<file path="src/pkg/occ_pkg.sv">
// Purpose: Shared constants and carriers for the operand channel check logic
// Assumes: 8-bit characters ordered 1,2,4,8,A,B,C,mark from bit 0 upward
// Notes: Register map is reached over APB, one aligned word per register
package occ_pkg;
  // ----------------------------------------------------------------
  // Character layout
  // ----------------------------------------------------------------
  localparam int BIT_1 = 0;
  localparam int BIT_2 = 1;
  localparam int BIT_4 = 2;
  localparam int BIT_8 = 3;
  localparam int BIT_A = 4;
  localparam int BIT_B = 5;
  localparam int BIT_C = 6;
  localparam int BIT_MARK = 7;
  localparam logic [7:0] HOLD_CLEAR_VAL = 8'h40;
  // ----------------------------------------------------------------
  // Register map and reset values
  // ----------------------------------------------------------------
  localparam logic [11:0] OFF_STATUS = 12'h000;
  localparam logic [11:0] OFF_CLEAR = 12'h004;
  localparam logic [11:0] OFF_ENABLE = 12'h008;
  localparam logic [11:0] OFF_HOLD = 12'h00C;
  localparam logic [3:0] ENABLE_RST = 4'h0;
  localparam int IND_READ_VC = 0;
  localparam int IND_OPND_VC = 1;
  localparam int IND_SET_CHK = 2;
  localparam int IND_SEL_CHK = 3;
  // Dual-rail character: true and complement lines
  typedef struct packed {
    logic [7:0] t;
    logic [7:0] c;
  } rail_char_t;
  // Results of one parity checker
  typedef struct packed {
    logic odd;
    logic even;
    logic num_cbit;
    logic zone_cbit;
  } vc_res_t;
  // APB request from the master
  typedef struct packed {
    logic sel;
    logic enable;
    logic write;
    logic [11:0] addr;
    logic [31:0] wdata;
  } apb_req_t;
endpackage : occ_pkg

</file>
<file path="src/core/operand_channel_check_logic.sv">
// Purpose: Operand channel validity, holding register and select checks
// Assumes: Datapath strobes share pclk; check-test switches are asynchronous
// Notes: Errors are judged only at the end-of-cycle sample strobe
// How it works
// - Each storage cycle the read channel character is tested for odd ones, else stop.
// - The character splits into pairs 1/8, 2/4, A/B and check/mark, each giving odd and even.
// - Numeric pairs merge to a numeric odd/even, zone and check/mark pairs to a second one.
// - A last stage gives character odd and even; even at the error sample is an error.
// - An error is even or not odd, catching bad counts, broken rails and stuck lines.
// - Both checkers also give a numeric and a zone check bit for the assembly unit.
// - The second test input forces numeric odd and even, so the character check fails.
// - The third test input forces zone-mark-check odd and even, so the check fails.
// - The holding register loads from the read path or the address exit path and holds.
// - A clear sets the holding register to zero except the check bit.
// - A load toggle and a clear toggle must agree at each end of cycle, else stop.
// - The second operand channel takes one of holding, two I/O registers or modifier.
// - No gate or several gates on the operand channel is an error at the sample.
// - Test one blocks all gates; tests two and three each force a multiple-select error.
`timescale 1ns/1ps
`default_nettype none
module operand_channel_check_logic (
  input wire logic pclk,
  input wire logic presetn,
  input wire logic clk_en,
  input wire logic psel,
  input wire logic penable,
  input wire logic pwrite,
  input wire logic [11:0] paddr,
  input wire logic [31:0] pwdata,
  output logic [31:0] prdata,
  output logic pready,
  output logic pslverr,
  input wire occ_pkg::rail_char_t read_path,
  input wire logic [7:0] address_exit_path,
  input wire logic load_hold_from_read_path,
  input wire logic load_hold_from_address_path,
  input wire logic clear_hold,
  input wire logic [3:0] source_gate,
  input wire logic [7:0] io_data_reg_one,
  input wire logic [7:0] io_data_reg_two,
  input wire logic [7:0] op_modifier,
  input wire logic error_sample,
  input wire logic [2:0] check_test,
  output logic [7:0] operand_channel,
  output logic [1:0] read_cbits,
  output logic [1:0] operand_cbits,
  output logic [3:0] indicators,
  output logic machine_stop,
  output logic irq
);
  // ----------------------------------------------------------------
  // State
  // ----------------------------------------------------------------
  typedef struct packed {
    logic [2:0] test_meta;
    logic [2:0] test_sync;
    logic [7:0] hold;
    logic load_tgl;
    logic clear_tgl;
    logic [3:0] ind;
    logic [3:0] enable;
    logic stop;
    logic irq;
    logic [7:0] opnd;
    logic [1:0] rd_cb;
    logic [1:0] op_cb;
    logic [31:0] rdata;
    logic ready;
    logic slverr;
  } state_t;
  state_t s_q;
  state_t s_d;
  occ_pkg::apb_req_t req;
  occ_pkg::vc_res_t read_res;
  occ_pkg::vc_res_t opnd_res;
  occ_pkg::rail_char_t opnd_rail;
  logic [3:0] gate_eff;
  logic [7:0] opnd_mux;
  logic sel_none;
  logic sel_multi;
  logic [3:0] err_now;
  logic access;
  logic mapped;
  // Verdict of a dual-rail check: even, or not odd
  function automatic logic vc_error(input occ_pkg::vc_res_t r);
    vc_error = r.even | ~r.odd;
  endfunction : vc_error
  // True if more than one bit of a gate vector is set
  function automatic logic many(input logic [3:0] g);
    many = (g[0] & g[1]) | (g[0] & g[2]) | (g[0] & g[3]) | (g[1] & g[2]) |
           (g[1] & g[3]) | (g[2] & g[3]);
  endfunction : many
  // ----------------------------------------------------------------
  // Operand channel source select and checkers
  // ----------------------------------------------------------------
  always_comb begin
    req = '{sel: psel, enable: penable, write: pwrite, addr: paddr, wdata: pwdata};
    // Test one blocks every gate so the no-source path must fire
    gate_eff = source_gate & {4{~s_q.test_sync[0]}};
    opnd_mux = ({8{gate_eff[0]}} & s_q.hold) | ({8{gate_eff[1]}} & io_data_reg_one) |
               ({8{gate_eff[2]}} & io_data_reg_two) | ({8{gate_eff[3]}} & op_modifier);
    sel_none = ~|gate_eff;
    // Two distinct multiple-select paths, each forced by its own test line
    sel_multi = (many(gate_eff) | s_q.test_sync[1]) | s_q.test_sync[2];
    opnd_rail = '{t: opnd_mux, c: ~opnd_mux};
  end
  parity_checker u_read_vc (
    .ch(read_path),
    .test_num(s_q.test_sync[1]),
    .test_zone(s_q.test_sync[2]),
    .res(read_res)
  );
  parity_checker u_opnd_vc (
    .ch(opnd_rail),
    .test_num(s_q.test_sync[1]),
    .test_zone(s_q.test_sync[2]),
    .res(opnd_res)
  );
  // Raw errors, meaningful only at the sample strobe
  always_comb begin
    err_now[occ_pkg::IND_READ_VC] = vc_error(read_res);
    err_now[occ_pkg::IND_OPND_VC] = vc_error(opnd_res);
    err_now[occ_pkg::IND_SET_CHK] = s_q.load_tgl ^ s_q.clear_tgl;
    err_now[occ_pkg::IND_SEL_CHK] = sel_none | sel_multi;
    access = req.sel & req.enable & s_q.ready;
    mapped = (req.addr == occ_pkg::OFF_STATUS) | (req.addr == occ_pkg::OFF_CLEAR) |
             (req.addr == occ_pkg::OFF_ENABLE) | (req.addr == occ_pkg::OFF_HOLD);
  end
  // ----------------------------------------------------------------
  // Next state
  // ----------------------------------------------------------------
  always_comb begin
    s_d = s_q;
    // Check-test switches come from the console, so synchronise them
    s_d.test_meta = check_test;
    s_d.test_sync = s_q.test_meta;
    // Clear first so a clear and load in one cycle leaves the new character
    if (clear_hold) begin
      s_d.hold = occ_pkg::HOLD_CLEAR_VAL;
      s_d.clear_tgl = ~s_q.clear_tgl;
    end
    if (load_hold_from_read_path | load_hold_from_address_path) begin
      s_d.load_tgl = ~s_q.load_tgl;
    end
    if (load_hold_from_read_path) begin
      s_d.hold = read_path.t;
    end else if (load_hold_from_address_path) begin
      s_d.hold = address_exit_path;
    end
    s_d.opnd = opnd_mux;
    s_d.rd_cb = {read_res.zone_cbit, read_res.num_cbit};
    s_d.op_cb = {opnd_res.zone_cbit, opnd_res.num_cbit};
    // APB: one wait state, then the access completes
    s_d.ready = req.sel & req.enable & ~s_q.ready;
    s_d.slverr = req.sel & req.enable & ~s_q.ready & ~mapped;
    s_d.rdata = 32'h0000_0000;
    if (req.sel & req.enable & ~s_q.ready & ~req.write) begin
      case (req.addr)
        occ_pkg::OFF_STATUS: s_d.rdata = {28'h000_0000, s_q.ind};
        occ_pkg::OFF_ENABLE: s_d.rdata = {28'h000_0000, s_q.enable};
        occ_pkg::OFF_HOLD: s_d.rdata = {24'h00_0000, s_q.hold};
        default: s_d.rdata = 32'h0000_0000;
      endcase
    end
    if (access & req.write & (req.addr == occ_pkg::OFF_ENABLE)) begin
      s_d.enable = req.wdata[3:0];
    end
    // Clear before set so an error in the same cycle is kept
    if (access & req.write & (req.addr == occ_pkg::OFF_CLEAR)) begin
      s_d.ind = s_q.ind & ~req.wdata[3:0];
    end
    if (error_sample) begin
      s_d.ind = s_d.ind | err_now;
    end
    s_d.stop = |s_d.ind;
    s_d.irq = |(s_d.ind & s_d.enable);
  end
  // ----------------------------------------------------------------
  // Registers, frozen while clk_en is low
  // ----------------------------------------------------------------
  always_ff @(posedge pclk or negedge presetn) begin
    if (!presetn) begin
      s_q <= '0;
      s_q.hold <= occ_pkg::HOLD_CLEAR_VAL;
      s_q.enable <= occ_pkg::ENABLE_RST;
    end else if (clk_en) begin
      s_q <= s_d;
    end
  end
  // Outputs straight from flops
  always_comb begin
    prdata = s_q.rdata;
    pready = s_q.ready;
    pslverr = s_q.slverr;
    operand_channel = s_q.opnd;
    read_cbits = s_q.rd_cb;
    operand_cbits = s_q.op_cb;
    indicators = s_q.ind;
    machine_stop = s_q.stop;
    irq = s_q.irq;
  end
endmodule : operand_channel_check_logic
`default_nettype wire

</file>
<file path="src/core/parity_checker.sv">
// Purpose: Dual-rail odd parity checker for one eight-bit character
// Assumes: Rails arrive settled before the error sample of the cycle
// Notes: Pure combinational; the caller registers the verdict
`timescale 1ns/1ps
`default_nettype none
module parity_checker (
  input wire occ_pkg::rail_char_t ch,
  input wire logic test_num,
  input wire logic test_zone,
  output occ_pkg::vc_res_t res
);
  logic [3:0] p_odd;
  logic [3:0] p_even;
  logic num_odd;
  logic num_even;
  logic zmc_odd;
  logic zmc_even;
  // Pair odd/even from true and complement rails
  function automatic logic [1:0] pair(input logic at, input logic ac, input logic bt,
                                      input logic bc);
    pair = {(at & bc) | (ac & bt), (at & bt) | (ac & bc)};
  endfunction : pair
  // ----------------------------------------------------------------
  // Pair stage: 1/8, 2/4, A/B, C/mark
  // ----------------------------------------------------------------
  always_comb begin
    {p_odd[0], p_even[0]} = pair(ch.t[occ_pkg::BIT_1], ch.c[occ_pkg::BIT_1],
                                 ch.t[occ_pkg::BIT_8], ch.c[occ_pkg::BIT_8]);
    {p_odd[1], p_even[1]} = pair(ch.t[occ_pkg::BIT_2], ch.c[occ_pkg::BIT_2],
                                 ch.t[occ_pkg::BIT_4], ch.c[occ_pkg::BIT_4]);
    {p_odd[2], p_even[2]} = pair(ch.t[occ_pkg::BIT_A], ch.c[occ_pkg::BIT_A],
                                 ch.t[occ_pkg::BIT_B], ch.c[occ_pkg::BIT_B]);
    {p_odd[3], p_even[3]} = pair(ch.t[occ_pkg::BIT_C], ch.c[occ_pkg::BIT_C],
                                 ch.t[occ_pkg::BIT_MARK], ch.c[occ_pkg::BIT_MARK]);
  end
  // ----------------------------------------------------------------
  // Portion and character stages, test lines force both rails
  // ----------------------------------------------------------------
  always_comb begin
    num_odd = (p_odd[0] & p_even[1]) | (p_even[0] & p_odd[1]) | test_num;
    num_even = (p_odd[0] & p_odd[1]) | (p_even[0] & p_even[1]) | test_num;
    zmc_odd = (p_odd[2] & p_even[3]) | (p_even[2] & p_odd[3]) | test_zone;
    zmc_even = (p_odd[2] & p_odd[3]) | (p_even[2] & p_even[3]) | test_zone;
    res.odd = (num_odd & zmc_even) | (num_even & zmc_odd);
    res.even = (num_odd & zmc_odd) | (num_even & zmc_even);
    // Check bits restore odd parity of each forwarded portion
    res.num_cbit = num_even;
    res.zone_cbit = p_even[2];
  end
endmodule : parity_checker
`default_nettype wire

</file>
<file path="config.mk">
export PLATFORM = sky130hd
export DESIGN_NAME = operand_channel_check_logic
export DESIGN_NICKNAME = d
export VERILOG_FILES = /design/src/pkg/occ_pkg.sv /design/src/core/operand_channel_check_logic.sv /design/src/core/parity_checker.sv
export SDC_FILE = /design/constraint.sdc
export NUM_CORES = 1
export LEC_CHECK = 0
export BUFFER_PORTS_ARGS = -buffer_cell sky130_fd_sc_hd__buf_2
export CORE_UTILIZATION = 50
export CTS_CLUSTER_SIZE = 12
export DETAILED_ROUTE_END_ITERATION = 10
export PLACE_DENSITY = 0.95
export SYNTH_ARGS = -nofsm -noshare
export SYNTH_HDL_FRONTEND = slang
export SYNTH_SLANG_ARGS = --single-unit
</file>
<file path="constraint.sdc">
create_clock -name pclk -period 5.1 [get_ports pclk]
set_clock_uncertainty 0.2 [all_clocks]
set_input_delay 0 -clock pclk [delete_from_list [all_inputs] [get_ports pclk]]
set_output_delay 0 -clock pclk [all_outputs]
set_load 0.03 [all_outputs]
</file>
==> results by group <==
Outcome
  – Status: complete, no violations

Global route
  – Met2 Usage GRT: 0.490
  – Global route hottest layer: met2
  – Total GRT Usage: 0.278
  – Met1 global-route usage: 0.326
  – Vias in the first global route: 2965
  – GRT met3 Usage: 0.0584
  – Initial antenna violation count: 0
  – First-pass GRT wire length: 13.9 mm
  – Pin count of the biggest net entering global routing: 52
  – Grt total ovfl: 0

Power
  – Leakage power: 1.83 nW
  – Worst-case vdd ir drop: 0.000134 V
  – PwrDens: 251 nW/um2

Setup path
  – Startpoint Class: input port
  – Worst path slowest cell: or4b_2
  – WP buf/inv: 2
  – Most frequent CP cell: or3_1
  – WP depth: 9
  – CP Cell Sequence: dlygate4sd3_1 -> buf_2 -> or4b_2 -> nor4_1 -> a21boi_0 -> or3_1 -> o22ai_1 -> or3_1 -> o311ai_1
  – Crit path from: paddr[2]
  – Critical path's top delay family: simple AND/OR/NAND/NOR gates
  – Reg-to-reg startpoint: s_q[60]
  – Worst Setup EP: irq
  – Critical path's largest stage delay: 0.61 ns
  – Worst R2R Setup Slack: 2.38 ns
  – Max FO, Critical Path: 12
  – WP data required: 5.06 ns
  – Crit end category: flop
  – Setup CP Type: in -> reg
  – Worst r2r dst: irq
  – Arrival @ worst endpoint: 2.94 ns
  – Worst R2R Path Depth: 7

Floorplanning
  – Row Count: 28
  – Die height: 81.3 um
  – Die Footprint: 6600 um2
  – Starting Density: 0.524
  – Core area: 5990 um2
  – Die Width: 81.3 um
  – Io pins: 161

Yosys
  – Register area share after synthesis: 0.383
  – Synth area leaders: dfrtp_1 (37%), buf_4 (12%), o21ai_0 (6.4%), nor4bb_1 (5.1%), mux2_2 (5.0%)
  – Top-area cell type share of the netlist area: 0.374
  – Syn Inst Count: 339
  – #FFs+latches synth: 48
  – EDFF count, synth: 0
  – Post-synth ARST share: 1.00
  – Post-synth top flop: dfrtp_1
  – Ys Warns: 0
  – Avg Cell Area, Syn: 9.27 um2
  – Netlist Area Pre-Place: 3140 um2
  – Area leader, netlist: dfrtp_1
  – Post-synth cell types: 43

Drt
  – Vias: 3070
  – Post-route ant nets: 0
  – DRC Markers: 0
  – Initial drt markers: 215
  – WL/cell: 15.9 um
  – DRT Pass-1 Iters: 4
  – Vias per cell: 5.71
  – Routed Wire Length: 8.55 mm

Worst hold path
  – Hold path cells: 4
  – Hold WC Path Type: in -> reg

CTS
  – CTS tree: yes
  – Clock root cell: clkbuf_8
  – Max clock buf depth: 2
  – Num CTS Buffers: 5
  – Sink Count: 48
  – CTS H-tree depth: 2
  – Clock Latency Late Sink: 0.30 ns
  – Worst-path clk slew: 0.08 ns

Timing
  – Final worst path period share: 0.586
  – Rel. slew slack: 0.289
  – Slew Viols, Final: 0
  – Worst-margin pin slew: 1.07 ns
  – Final setup fails: 0
  – Final Hold Fails: 0
  – RSZ-0062 raised after global routing: false
  – Post-Route Setup TNS: 0 ns
  – Tmin final: 2.99 ns
  – FMAX: 335 MHz

Run
  – Max-Cap Viols: 0

Placement
  – Routability-driven placement congestion ratio: 0.922
  – PortBufs: 108
  – Placed Cells: 484
  – Detailed Place HPWL: 5.81 mm

Layout
  – Fin nets: 572
  – Layout Cells excl Fill: 538
  – Share of cells above drive strength 1: 0.292
  – Fill cells: 475
  – Commonest non-fill, non-tap cell in the layout: buf_2
  – Most frequent cells in the layout: buf_2 (108), dfrtp_1 (47), dlygate4sd3_1 (46), o21ai_0 (40), conb_1 (24)
  – Area grow syn2layout: 27.5%
  – Antenna Cells: 0
==> tightest hold or removal path: stages <==
cell and delay (ns):
buf_2 0.08, a22oi_1 0.05, a21oi_1 0.18, mux2_2 0.18
==> registers in the layout (all words and copies together) (netlist names) <==
register         count
indicators           4
irq                  1
machine_stop         1
operand_cbits        2
operand_channel      8
prdata               8
pready               1
pslverr              1
read_cbits           2
s_d                  3
s_q                 17
==> cell usage after synthesis (2+ instances only) <==
cell type	number
a221oi_1	6
nor4bb_1	16
xor2_1	2
a21oi_1	15
dfrtp_1	47
nand2_1	22
nor2_1	14
nand3_1	4
a22o_1	8
nand2b_1	3
o21ai_0	40
or3_1	2
mux2i_1	8
nand4_1	6
nor3_1	2
buf_4	49
xnor2_1	6
inv_1	17
clkbuf_1	11
a22oi_1	19
o22ai_1	6
or4_1	2
mux2_2	14
==> cells by family after synthesis <==
logic type	Yosys count	share of synthesized area
adders and majority gates	1	0.00398
and+or+nand+nor	78	0.152
DFF	48	0.383
xor gates and xnor gates	9	0.0299
buffers and inverters	79	0.153
AOI/OAI and AO/OA	101	0.201
other	1	0.00119
muxes	22	0.0757
==> how the worst min path moves through the flow <==
stage,from,endpoint,slack [ns]
global placement,presetn,operand_channel[1],0.02
CTS,load_hold_from_read_path,s_q[57],0.01
global route,io_data_reg_one[0],operand_channel[0],0.05
finish,io_data_reg_one[1],operand_channel[1],0.02
floorplan,presetn,indicators[0],-0.50
detailed placement,check_test[1],s_d[67],0.04
==> where the power goes <==
part / internal, mW / leakage, nW / switching (mW)
Sequential: 0.422 / 0.586 / 0.0340
Clock: 0.110 / 0.0445 / 0.127
Combinational: 0.138 / 1.20 / 0.174
==> metal layers <==
layer / share of wire / vias to the layer above
met1: 0.39 / 1444
li1: - / 1410
met4: 0.030 / 0
met3: 0.072 / 37
met2: 0.51 / 179
met5: 0 / -
==> layout make-up <==
class / instances / area (um2) / share of cell area
repair buffers: 155 / 1010 / 0.252
clock inverters: 1 / 7.51 / 0.00187
inverters: 17 / 63.8 / 0.0159
multi-input cells: 235 / 1540 / 0.385
well taps: 75 / 93.8 / 0.0234
flip-flops and latches: 48 / 1200 / 0.300
clock buffers: 7 / 86.3 / 0.0215
==> metrics by stage <==
stage | worst slack, ns | util | instance area (um2) | power [mW] | hold WS (ns)
after detailed placement | 2.36 | 0.576 | 3450 | 0.736 | 0.0369
after global routing | 1.93 | 0.669 | 4010 | 1.06 | 0.0521
after floorplan | 2.76 | - | 3230 | 0.674 | -0.496
after CTS | 2.18 | 0.669 | 4010 | 1.01 | 0.0107
final | 2.11 | 0.669 | 4010 | 1.00 | 0.0245
after global placement | 2.33 | 0.576 | 3450 | 0.728 | 0.0242
==> repair_timing <==
item | in CTS | in global routing
gates resized for setup | 0 | 0
setup buffers | 0 | 0
hold buffers | 46 | 0
endpoints found under the hold margin | 86 | 0
Power figures use the tool's default switching activity.
